[src/verilog/tdl_regs.vh]
// Purpose: constants shared by the tap delay line control files
// Assumes: 32-bit apb data, one aligned word per register
// Notes:   definitions only
`ifndef TDL_REGS_VH
`define TDL_REGS_VH

// ****************************************************************
// tap geometry
// ****************************************************************
`define TDL_TAP_BITS      6
`define TDL_TAP_COUNT     64
`define TDL_TAP_MAX       6'h3F
`define TDL_TAP_ZERO      6'h00
`define TDL_TAP_ONE       6'h01

// ****************************************************************
// delay_mode_select encodings
// ****************************************************************
`define TDL_MODE_BITS     2
`define TDL_MODE_ZERO_HOLD 2'h0
`define TDL_MODE_FIXED    2'h1
`define TDL_MODE_VARIABLE 2'h2

// ****************************************************************
// apb register byte addresses
// ****************************************************************
`define TDL_ADDR_BITS     12
`define TDL_ADDR_CMD      12'h000
`define TDL_ADDR_STATUS   12'h004
`define TDL_ADDR_STEPCNT  12'h008
`define TDL_ADDR_INIT     12'h00C

// ****************************************************************
// field positions
// ****************************************************************
`define TDL_CMD_STEP      0
`define TDL_CMD_DIR       1
`define TDL_CMD_RESET     2
`define TDL_STAT_TAP_LSB  0
`define TDL_STAT_TAP_MSB  5
`define TDL_STAT_MODE_LSB 8
`define TDL_STAT_MODE_MSB 9
`define TDL_STAT_VAR      16
`define TDL_STAT_AT_INIT  17

// ****************************************************************
// reset values and widths
// ****************************************************************
`define TDL_DATA_BITS     32
`define TDL_CNT_BITS      16
`define TDL_WORD_ZERO     32'h00000000
`define TDL_CNT_ZERO      16'h0000
`define TDL_CNT_ONE       16'h0001
`define TDL_CNT_MAX       16'hFFFF

`endif

[src/verilog/tdl_tap_chain.v]
// Purpose: 64-tap delay chain with a tap selector
// Assumes: each stage stands for one calibrated tap element
// Notes:   purely combinational from pad to output
`timescale 1ns/1ns
`include "tdl_regs.vh"

module tdl_tap_chain #(
  parameter TAPS     = `TDL_TAP_COUNT,
  parameter SEL_BITS = `TDL_TAP_BITS
) (
  input  wire                pad_in,
  input  wire [SEL_BITS-1:0] tap_sel,
  output wire                delayed_out
);

  // ****************************************************************
  // delay stages
  // ****************************************************************
  // in rtl each stage is a plain wire; the real element adds one
  // tap_step_resolution of delay per stage
  wire [TAPS-1:0] stage;

  assign stage[0] = pad_in;

  genvar i;
  generate
    for (i = 1; i < TAPS; i = i + 1) begin : g_stage
      assign stage[i] = stage[i-1];
    end
  endgenerate

  // ****************************************************************
  // tap selection
  // ****************************************************************
  // selection is a mux, not a register, so the pad path stays
  // combinational and may feed fabric or capture flops alike
  assign delayed_out = stage[tap_sel];

endmodule // tdl_tap_chain

[src/verilog/tdl_delay_line.v]
// Purpose: control of a per-input programmable tap delay line
// Assumes: step controls come from logic on pclk, no synchroniser
// Notes:   mode and initial tap are configuration parameters;
//          apb gives software status and a step command port
//
// The APB slave port and the address map were chosen for this implementation.
`timescale 1ns/1ns
`include "tdl_regs.vh"

module tdl_delay_line #(
  parameter [`TDL_MODE_BITS-1:0] DELAY_MODE_SELECT = `TDL_MODE_ZERO_HOLD,
  parameter [`TDL_TAP_BITS-1:0]  INITIAL_TAP_VALUE = `TDL_TAP_ZERO
) (
  input  wire                      pclk,
  input  wire                      presetn,
  input  wire                      psel,
  input  wire                      penable,
  input  wire                      pwrite,
  input  wire [`TDL_ADDR_BITS-1:0] paddr,
  input  wire [`TDL_DATA_BITS-1:0] pwdata,
  output reg  [`TDL_DATA_BITS-1:0] prdata,
  output reg                       pready,
  output reg                       pslverr,
  input  wire                      pad_in,
  output wire                      delayed_out,
  input  wire                      step_enable,
  input  wire                      step_direction,
  input  wire                      tap_reset,
  output reg  [`TDL_TAP_BITS-1:0]  tap_position
);

  // ****************************************************************
  // mode decode
  // ****************************************************************
  // the mode is fixed at build time, so these fold to constants
  wire mode_variable;
  wire mode_fixed;
  wire mode_zero_hold;

  assign mode_variable  = (DELAY_MODE_SELECT == `TDL_MODE_VARIABLE);
  assign mode_fixed     = (DELAY_MODE_SELECT == `TDL_MODE_FIXED);
  assign mode_zero_hold = ~mode_variable & ~mode_fixed;

  // ****************************************************************
  // apb access phase decode
  // ****************************************************************
  wire setup_phase;
  wire access_done;
  wire wr_done;
  reg  hit_cmd;
  reg  hit_status;
  reg  hit_stepcnt;
  reg  hit_init;
  reg  hit_any;

  assign setup_phase = psel & ~penable;
  assign access_done = psel & penable & pready;
  assign wr_done     = access_done & pwrite & ~pslverr;

  // at most one hit; an unmapped address leaves hit_any low
  always @* begin
    hit_cmd     = 1'b0;
    hit_status  = 1'b0;
    hit_stepcnt = 1'b0;
    hit_init    = 1'b0;
    hit_any     = 1'b1;
    if (paddr == `TDL_ADDR_CMD) begin
      hit_cmd = 1'b1;
    end else if (paddr == `TDL_ADDR_STATUS) begin
      hit_status = 1'b1;
    end else if (paddr == `TDL_ADDR_STEPCNT) begin
      hit_stepcnt = 1'b1;
    end else if (paddr == `TDL_ADDR_INIT) begin
      hit_init = 1'b1;
    end else begin
      hit_any = 1'b0;
    end
  end

  // ****************************************************************
  // software step command
  // ****************************************************************
  // a write to the command word gives a one-cycle request that acts
  // on the edge after the write completes, like a pin request
  reg  sw_step;
  reg  sw_dir;
  reg  sw_reset;
  wire next_sw_step;
  wire next_sw_dir;
  wire next_sw_reset;

  assign next_sw_step  = wr_done & hit_cmd & pwdata[`TDL_CMD_STEP];
  assign next_sw_dir   = wr_done & hit_cmd & pwdata[`TDL_CMD_DIR];
  assign next_sw_reset = wr_done & hit_cmd & pwdata[`TDL_CMD_RESET];

  always @(posedge pclk or negedge presetn) begin
    if (!presetn) begin
      sw_step  <= 1'b0;
      sw_dir   <= 1'b0;
      sw_reset <= 1'b0;
    end else begin
      sw_step  <= next_sw_step;
      sw_dir   <= next_sw_dir;
      sw_reset <= next_sw_reset;
    end
  end

  // ****************************************************************
  // request arbitration
  // ****************************************************************
  // a reset from pin or software beats any step, and a pin step wins over a software step; a software step that meets a pin step
  // on the same edge is dropped rather than queued
  wire any_reset;
  wire any_step;
  wire any_dir;
  wire do_reset;
  wire do_step;

  assign any_reset = tap_reset | sw_reset;
  assign any_step  = step_enable | sw_step;
  assign any_dir   = step_enable ? step_direction : sw_dir;
  assign do_reset  = mode_variable & any_reset;
  assign do_step   = mode_variable & ~any_reset & any_step;

  // ****************************************************************
  // tap arithmetic
  // ****************************************************************
  reg [`TDL_TAP_BITS-1:0] tap_up;
  reg [`TDL_TAP_BITS-1:0] tap_down;

  always @* begin
    if (tap_position == `TDL_TAP_MAX) begin
      tap_up = `TDL_TAP_ZERO;
    end else begin
      tap_up = tap_position + `TDL_TAP_ONE;
    end
    if (tap_position == `TDL_TAP_ZERO) begin
      tap_down = `TDL_TAP_MAX;
    end else begin
      tap_down = tap_position - `TDL_TAP_ONE;
    end
  end

  // ****************************************************************
  // next tap position
  // ****************************************************************
  reg [`TDL_TAP_BITS-1:0] next_tap_position;

  always @* begin
    next_tap_position = tap_position;
    if (do_reset) begin
      next_tap_position = INITIAL_TAP_VALUE;
    end else if (do_step) begin
      if (any_dir) begin
        next_tap_position = tap_up;
      end else begin
        next_tap_position = tap_down;
      end
    end
  end

  // ****************************************************************
  // tap register
  // ****************************************************************
  // release of presetn stands for the end of configuration; in fixed
  // and zero-hold modes nothing but that load ever writes the tap
  always @(posedge pclk or negedge presetn) begin
    if (!presetn) begin
      tap_position <= INITIAL_TAP_VALUE;
    end else begin
      tap_position <= next_tap_position;
    end
  end

  // ****************************************************************
  // delay chain
  // ****************************************************************
  // left combinational on purpose: a flop here would add a cycle of
  // latency to the pad path and defeat the zero-hold use
  tdl_tap_chain #(
    .TAPS     (`TDL_TAP_COUNT),
    .SEL_BITS (`TDL_TAP_BITS)
  ) u_chain (
    .pad_in      (pad_in),
    .tap_sel     (tap_position),
    .delayed_out (delayed_out)
  );

  // ****************************************************************
  // step counter
  // ****************************************************************
  // saturates instead of wrapping so software never misreads a
  // busy line as idle; a write of any value clears it, and a step on
  // the clearing edge is still counted
  reg  [`TDL_CNT_BITS-1:0] step_count;
  reg  [`TDL_CNT_BITS-1:0] next_step_count;
  wire                     cnt_clear;

  assign cnt_clear = wr_done & hit_stepcnt;

  always @* begin
    next_step_count = step_count;
    if (cnt_clear) begin
      next_step_count = `TDL_CNT_ZERO;
    end
    if (do_step) begin
      if (cnt_clear) begin
        next_step_count = `TDL_CNT_ONE;
      end else if (step_count != `TDL_CNT_MAX) begin
        next_step_count = step_count + `TDL_CNT_ONE;
      end
    end
  end

  always @(posedge pclk or negedge presetn) begin
    if (!presetn) begin
      step_count <= `TDL_CNT_ZERO;
    end else begin
      step_count <= next_step_count;
    end
  end

  // ****************************************************************
  // read data mux
  // ****************************************************************
  reg [`TDL_DATA_BITS-1:0] read_word;

  always @* begin
    read_word = `TDL_WORD_ZERO;
    if (hit_status) begin
      read_word[`TDL_STAT_TAP_MSB:`TDL_STAT_TAP_LSB]   = tap_position;
      read_word[`TDL_STAT_MODE_MSB:`TDL_STAT_MODE_LSB] = DELAY_MODE_SELECT;
      read_word[`TDL_STAT_VAR]                         = mode_variable;
      read_word[`TDL_STAT_AT_INIT] = (tap_position == INITIAL_TAP_VALUE);
    end else if (hit_stepcnt) begin
      read_word[`TDL_CNT_BITS-1:0] = step_count;
    end else if (hit_init) begin
      read_word[`TDL_TAP_BITS-1:0] = INITIAL_TAP_VALUE;
    end else begin
      read_word = `TDL_WORD_ZERO;
    end
  end

  // ****************************************************************
  // apb answer
  // ****************************************************************
  // answer is built in the setup cycle, so every access completes at
  // its first access edge; status read reflects the tap as it stood
  // at the setup edge
  reg                      next_pready;
  reg                      next_pslverr;
  reg [`TDL_DATA_BITS-1:0] next_prdata;

  always @* begin
    next_pready  = 1'b0;
    next_pslverr = 1'b0;
    next_prdata  = `TDL_WORD_ZERO;
    if (setup_phase) begin
      next_pready  = 1'b1;
      if (!hit_any) begin
        next_pslverr = 1'b1;
      end else if (pwrite & (hit_status | hit_init)) begin
        next_pslverr = 1'b1; // read-only words refuse writes
      end
      if (!pwrite) begin
        next_prdata = read_word;
      end
    end
  end

  always @(posedge pclk or negedge presetn) begin
    if (!presetn) begin
      pready  <= 1'b0;
      pslverr <= 1'b0;
      prdata  <= `TDL_WORD_ZERO;
    end else begin
      pready  <= next_pready;
      pslverr <= next_pslverr;
      prdata  <= next_prdata;
    end
  end

  // mode_zero_hold only documents the third case; it steers nothing
  // beyond what mode_variable already excludes
  wire unused_mode;
  assign unused_mode = mode_zero_hold;

endmodule // tdl_delay_line

[config.mk]
export PLATFORM = sky130hd
export DESIGN_NAME = tdl_delay_line
export DESIGN_NICKNAME = d
export VERILOG_FILES = /design/src/verilog/tdl_tap_chain.v /design/src/verilog/tdl_delay_line.v
export VERILOG_INCLUDE_DIRS = /design/src /design/src/verilog
export SDC_FILE = /design/constraint.sdc
export NUM_CORES = 1
export LEC_CHECK = 0
export BUFFER_PORTS_ARGS = -buffer_cell sky130_fd_sc_hd__buf_2
export CAP_MARGIN = 20
export CORE_MARGIN = 4
export CORE_UTILIZATION = 23
export DETAILED_ROUTE_END_ITERATION = 7
export PLACE_DENSITY = 0.78
export SYNTH_ARGS = -nofsm -noshare
export SYNTH_HDL_FRONTEND = slang
export SYNTH_SLANG_ARGS = --single-unit
[constraint.sdc]
create_clock -name pclk -period 0.8 [get_ports pclk]
set_clock_uncertainty 0.1 [all_clocks]
set_input_delay 0.12 -clock pclk [delete_from_list [all_inputs] [get_ports pclk]]
set_output_delay 0.12 -clock pclk [all_outputs]
set_load 0.02 [all_outputs]
==> results of run 1 <==
-- synthesized netlist by cell type --
cell | instances | area, um^2
conb_1 | 1 | 3.750
and2b_1 | 1 | 7.510
o21a_1 | 1 | 7.510
nand4b_1 | 1 | 8.760
buf_4 | 38 | 285.3
nand2_1 | 3 | 11.26
nor3_2 | 1 | 10.01
nor2_1 | 1 | 3.750
nor4_4 | 1 | 21.27
nor4_1 | 1 | 6.260
dfrtp_1 | 3 | 75.07
-- per-layer routing --
| metal | vias to the layer above | wire (um) |
|---|---|---|
| met5 | - | 0 |
| met4 | 0 | 28 |
| met3 | 4 | 195 |
| met2 | 40 | 434 |
| met1 | 134 | 198 |
| li1 | 133 | - |
-- repair_timing --
item | 4_1_cts | 5_1_grt
pin swaps | 0 | 3
resized for setup | 6 | 0
endpoints found under the hold margin | 4 | 1
endpoints found under the setup margin | 3 | 4
-- layout make-up --
cell class	instances	area share, %
clock buffers	4	5.316
multi-input cells	47	46.58
flip-flops and latches	3	15.19
well taps	25	6.329
repair buffers	21	26.58
-- power breakdown --
group	internal (mW)	switching (mW)
Sequential	0.158	0.00229
Combinational	0.0539	0.198
Clock	0.187	0.0780
-- cell families (layout without fill, tap and decap cells) --
group                  Yosys count  count (layout)  share of synthesized area (%)
buffers and inverters           38              25                          64.77
AND/OR/NAND/NOR                  9               9                          15.63
flip-flops                       3               3                          17.05
other                            1              37                         0.8515
AO/OA/AOI/OAI                    1               1                          1.705
-- final timing paths --
kind / startpoint / to / slack, ns / depth (start not counted)
max in group asynchronous: presetn / prdata[17] / 0.37 / 2
max: pready / pready / -0.15 / 1
min in group asynchronous: presetn / pslverr / 0.13 / 2
min: paddr[3] / prdata[17] / -0.05 / 2
-- flip-flops by register name, indices dropped and copies added, names as in the netlist --
register  count
prdata        1
pready        1
pslverr       1
-- layout by cell type, fill, tap and decap left out, drive strengths merged --
master       instances
and2b                1
buf                 20
clkbuf               4
conb                37
dfrtp                3
dlygate4sd3          1
nand2                3
nand4b               1
nor2                 1
nor3                 1
nor4                 2
o21a                 1
==> impl_metrics.json, run 1 <==
{
  "dr.first_iter.drc_count": 0,
  "whs_ns": -0.05051,
  "grtUsageMet1_pct": 3.299,
  "final_core_util_pct": 28.01,
  "critPathLaunchType": "flip-flop",
  "wl_um": 857,
  "seq_area_frac_synth_pct": 17.05,
  "period_minus_slack_ns": 0.9494,
  "placed_cell_area_um2": 439.2,
  "cts_buffer_depth": 2,
  "track_usage_pct": 5.935,
  "yosys_register_bits": 3,
  "grt-ovfl-total": 0,
  "drive_gt1_share_pct": 34.67,
  "drc_errors": 0,
  "path_delay_family": "flip-flops",
  "cp.buffers_inverters": 1,
  "die_h_um": 51.76,
  "place_inst": 95,
  "cp_data_required_time_ns": 0.58,
  "ys_types": 11,
  "post_cts_buffers": 0,
  "violations": "hold timing, setup timing",
  "grt_pass1_wl_um": 1097,
  "post-place-ws_ns": -0.2267,
  "die_x_um": 51.76,
  "drv_slew": 0,
  "arrival_ns": 0.73,
  "cellLeakagePower_nw": 0.2835,
  "final-seq-area_um2": 75.07,
  "multi_input_comb_area_um2": 230.2,
  "setup_slack_ns": -0.1494,
  "pin_count": 94,
  "finalNonFillerCells": 100,
  "finalSetupViolations": 3,
  "fin_nets": 129,
  "hold_violations": 1,
  "initial_core_util_pct": 24.96,
  "place_congestion": 0.5389,
  "rsz0062_at_grt": "true",
  "gr-usage-met2_pct": 12.29,
  "period_share_pct": 118.7,
  "vdd_drop_max_v": 0.0005717,
  "dp_hpwl_um": 787,
  "synth_warnings": 0,
  "syn_to_final_growth_pct": 12.22,
  "path_max_fanout": 1,
  "finalSetupTns_ns": -0.4296,
  "syn-cell-area_um2": 440.4,
  "rows": 15,
  "avgRoutedWirePerCell_um": 8.570,
  "crit_chain": "buf_6",
  "cts_hold_buf": 1,
  "die_area_um2": 2679,
  "synth_cells": 52,
  "met3_usage_pct": 2.579,
  "drt_pass1_iterations": 1,
  "maxCapViolCount": 0,
  "antenna_found_initial": 0,
  "root_buffer": "clkbuf_4",
  "grt_max_degree": 4,
  "p_total_mw": 0.6775,
  "n_antenna_cell": 0,
  "cp_slowest_cell": "dfrtp_1",
  "vias": 311,
  "io_buffers": 19,
  "grt-busiest-layer": "met2",
  "fillers": 200,
  "core-area_um2": 1764,
  "fin_area_um2": 494.2,
  "end_kind": "output port",
  "fmax_mhz": 1053,
  "worstSetupPathType": "flip-flop to output port",
  "grt_pass1_vias": 288,
  "cpPeakStageDelay_ns": 0.37,
  "via_per_inst": 3.110,
  "clk_pin_slew_worst_paths_ns": 0.04,
  "cts_tree": "built",
  "hold_class": "input pin to flip-flop",
  "cts_made_buffers": 3,
  "powerDensity_nw_per_um2": 1371,
  "htree_levels": 1,
  "ant_nets": 0,
  "outcome": "finished, violations left",
  "avgSynthCellArea_um2": 8.470,
  "cts_sinks": 3
}
(Power assumes the default switching activity.)
==> inputs of run 2 (changes only) <==
Settings changed: CAP_MARGIN 20 to not set, CORE_UTILIZATION 23 to 25, PLACE_DENSITY 0.78 to 0.84.
Clock period 0.8 ns to 1.1 ns, I/O delays scaled along.
==> impl_metrics.json, run 2 (synthesized netlist as in run 1, its figures left out) <==
{
  "die_x_um": 49.97,
  "grt_max_degree": 4,
  "cp_num_cells": 1,
  "grt_pass1_wl_um": 1117,
  "startpoint": "pslverr",
  "final-seq-area_um2": 75.07,
  "track_usage_pct": 6.188,
  "grt-ovfl-total": 0,
  "post_cts_buffers": 0,
  "avgRoutedWirePerCell_um": 8.571,
  "arrival_ns": 0.73,
  "period_share_pct": 90.05,
  "maxCapViolCount": 0,
  "pin_count": 94,
  "cts_tree": "built",
  "drv_slew": 0,
  "wl_um": 780,
  "die_area_um2": 2497,
  "finalSetupViolations": 0,
  "setup_slack_ns": 0.1094,
  "cellLeakagePower_nw": 0.2773,
  "min_to": "prdata[17]",
  "htree_levels": 1,
  "vdd_drop_max_v": 0.0002658,
  "path_max_fanout": 1,
  "worstSetupPathType": "flip-flop to output port",
  "drc_errors": 0,
  "cts_made_buffers": 3,
  "core-area_um2": 1577,
  "rsz0062_at_grt": "false",
  "crit_chain": "buf_2",
  "powerDensity_nw_per_um2": 1053,
  "io_buffers": 19,
  "via_per_inst": 3.253,
  "dp_hpwl_um": 706.6,
  "drive_gt1_share_pct": 32.00,
  "root_buffer": "clkbuf_4",
  "layout_commonest_cell": "conb_1",
  "path_delay_family": "flip-flops",
  "period_minus_slack_ns": 0.9906,
  "syn_to_final_growth_pct": 2.557,
  "holdPathStages": 4,
  "place_congestion": 0.6072,
  "drt_pass1_iterations": 1,
  "end_kind": "output port",
  "n_antenna_cell": 0,
  "cts_buffer_depth": 2,
  "post-place-ws_ns": 0.03061,
  "die_h_um": 49.97,
  "ant_nets": 0,
  "cpPeakStageDelay_ns": 0.35,
  "vias": 296,
  "hold_class": "input pin to flip-flop",
  "hold_violations": 0,
  "outcome": "completed",
  "cts_sinks": 3,
  "grt_pass1_vias": 280,
  "finalSetupTns_ns": 0,
  "cts_resized": 0,
  "cp_data_required_time_ns": 0.83,
  "antenna_found_initial": 0,
  "cp.buffers_inverters": 1,
  "initial_core_util_pct": 27.94,
  "cp_slowest_cell": "dfrtp_1",
  "clk_pin_slew_worst_paths_ns": 0.04,
  "critPathLaunchType": "flip-flop",
  "rows": 14,
  "dr.first_iter.drc_count": 0,
  "holdCritStartpoint": "paddr[4]",
  "multi_input_comb_area_um2": 215.2,
  "mostFrequentLayoutCells": "conb_1, buf_2, nand2_1, clkbuf_4, dfrtp_1",
  "fin_nets": 129,
  "fmax_mhz": 1010,
  "fillers": 177,
  "reg_top3": "prdata: 1 flops, pready: 1 flops, pslverr: 1 flops"
}
run 2: area by class of cell:
type / count / area share [%]
clock buffers: 4 / 5.817
flip-flops and latches: 3 / 16.62
repair buffers: 21 / 25.48
multi-input cells: 47 / 47.65
well taps: 16 / 4.432
run 2: per-stage QoR:
| step | cells | total power, mW | utilization (%) | area (um^2) | hold slack (ns) |
|---|---|---|---|---|---|
| 2_1_floorplan | 88 | 0.3471 | - | 575.6 | -0.2306 |
| 3_3_place_gp | 85 | 0.2780 | 25.71 | 405.4 | -0.1416 |
| 3_5_place_dp | 85 | 0.2793 | 25.71 | 405.4 | -0.1365 |
| 4_1_cts | 91 | 0.4814 | 28.65 | 451.7 | 0.1161 |
| 5_1_grt | 91 | 0.5225 | 28.65 | 451.7 | 0.1096 |
| 6_report | 91 | 0.4755 | 28.65 | 451.7 | 0.1190 |
run 2: worst max path at each step:
stage | to | slack [ns]
floorplan | pslverr | 0.19
global placement | pslverr | 0.03
CTS | pslverr | 0.1
finish | pslverr | 0.11
global route | pready | 0.07
detailed placement | pslverr | 0.03
run 2: repair_timing:
item	4_1_cts	5_1_grt
setup endpoints to repair	0	0
hold endpoints to repair	4	0
hold buffers	2	0
run 2: where the power goes:
part	internal [mW]	switching [mW]
sequential	0.115	0.000714
combinational	0.0333	0.139
clock	0.136	0.0524
run 2: per-layer routing:
metal	vias to the layer above	part of all wire, %	wire length [um]	track usage (%)
met5	-	0	0	0
met4	0	0.51	4	5.530
met3	2	25	195	5.422
met2	35	56	440	12.78
met1	126	18	139	1.982
li1	133	-	-	-
==> inputs of run 3 (changes only) <==
Settings changed: CORE_UTILIZATION 25 to 26, CTS_BUF_LIST set to sky130_fd_sc_hd__clkbuf_4, PLACE_DENSITY 0.84 to 0.87.
==> impl_metrics.json, run 3 (synthesized netlist as in run 1, its figures left out) <==
{
  "grt_pass1_vias": 272,
  "worstSetupPathType": "flip-flop to output port",
  "antenna_found_initial": 0,
  "wl_um": 793,
  "place_congestion": 0.6450,
  "io_buffers": 19,
  "cts_tree": "built",
  "vdd_drop_max_v": 0.0002745,
  "die_h_um": 49.16,
  "dr.first_iter.drc_count": 1,
  "final_core_util_pct": 29.21,
  "vias": 289,
  "period_share_pct": 90.93,
  "cp.buffers_inverters": 1,
  "outcome": "completed",
  "initial_core_util_pct": 28.25,
  "clk_pin_slew_worst_paths_ns": 0.04,
  "core-area_um2": 1559,
  "grt-ovfl-total": 0,
  "holdCritStartpoint": "psel",
  "grt_pass1_wl_um": 1235,
  "hold_class": "input pin to flip-flop",
  "path_max_fanout": 1,
  "rows": 14,
  "drc_errors": 0,
  "post_cts_buffers": 0,
  "fin_nets": 129,
  "gr-usage-met2_pct": 13.17,
  "path_delay_family": "flip-flops",
  "dp_hpwl_um": 692.8,
  "avgRoutedWirePerCell_um": 8.714,
  "met3_usage_pct": 3.058,
  "arrival_ns": 0.74,
  "cp_slowest_cell": "dfrtp_1",
  "finalSetupViolations": 0,
  "track_usage_pct": 6.921,
  "root_buffer": "clkbuf_4",
  "critPathLaunchType": "flip-flop",
  "cts_sinks": 3,
  "crit_chain": "buf_2",
  "hold_violations": 0,
  "n_antenna_cell": 0,
  "layout_commonest_cell": "conb_1",
  "cpPeakStageDelay_ns": 0.35,
  "cts_made_buffers": 3,
  "pin_count": 94,
  "fmax_mhz": 999.8,
  "finalSetupTns_ns": 0,
  "mostFrequentLayoutCells": "conb_1, buf_2, clkbuf_4",
  "ant_nets": 0,
  "cts_resized": 0,
  "reg_top3": "prdata: 1 flops, pready: 1 flops, pslverr: 1 flops",
  "drv_slew": 0,
  "rsz0062_at_grt": "false",
  "drt_pass1_iterations": 4,
  "grt_max_degree": 4,
  "htree_levels": 1,
  "min_to": "pready",
  "grt-busiest-layer": "met2",
  "period_minus_slack_ns": 1.000,
  "holdPathStages": 2,
  "cp_data_required_time_ns": 0.83,
  "die_x_um": 49.16,
  "cts_buffer_depth": 2,
  "syn_to_final_growth_pct": 3.409,
  "grtUsageMet1_pct": 4.570,
  "die_area_um2": 2416,
  "drive_gt1_share_pct": 33.33,
  "cellLeakagePower_nw": 0.2807,
  "via_per_inst": 3.176,
  "maxCapViolCount": 0,
  "end_kind": "output port",
  "powerDensity_nw_per_um2": 1097
}
==> run 3: cell types whose count changed in the layout (fill, tap and decap cells not counted) <==
cell / change
clkbuf_1: -1
clkbuf_4: +1
==> run 3: worst max path at each step <==
stage | start | endpoint | cells after the start
floorplan | paddr[7] | pslverr | 3
global placement | paddr[7] | pslverr | 4
detailed placement | paddr[7] | pslverr | 4
CTS | prdata[17] | prdata[17] | 1
global route | prdata[17] | prdata[17] | 1
finish | prdata[17] | prdata[17] | 1
==> run 3: what timing repair did <==
action / 4_1_cts / 5_1_grt
endpoints found under the hold margin: 4 / 0
setup endpoints to repair: 0 / 0
hold buffers: 2 / 0
==> run 3: area by class of cell <==
type	instances	area [um^2]
timing repair buffer	21	115.1
clock buffer	4	30.03
tap	16	20.02
multi-input combinational	47	215.2
fill	162	1104
sequential	3	75.07
==> run 3: report_power, final <==
part	leakage [nW]	total [mW]	internal [mW]	switching, mW
sequential	0.0398	0.115	0.115	0.000674
combinational	0.223	0.172	0.0333	0.139
clock	0.0184	0.212	0.160	0.0520
total	0.281	0.500	0.308	0.192
==> run 3: stage by stage <==
step / cells / instance area (um^2) / hold WS, ns / power (mW) / setup slack (ns)
floorplan: 88 / 575.6 / -0.2306 / 0.3471 / 0.1904
global placement: 85 / 405.4 / -0.1422 / 0.2775 / 0.02381
detailed placement: 85 / 405.4 / -0.1349 / 0.2793 / 0.04317
CTS: 91 / 455.4 / 0.1129 / 0.5088 / 0.08290
global route: 91 / 455.4 / 0.1295 / 0.5396 / 0.06344
finish: 91 / 455.4 / 0.1114 / 0.4998 / 0.09979
==> run 3: routing by layer <==
layer  vias up  part of all wire (%)
met5         -                     0
met4         0                     0
met3         0                    21
met2        36                    57
met1       119                    21
li1        134                     -
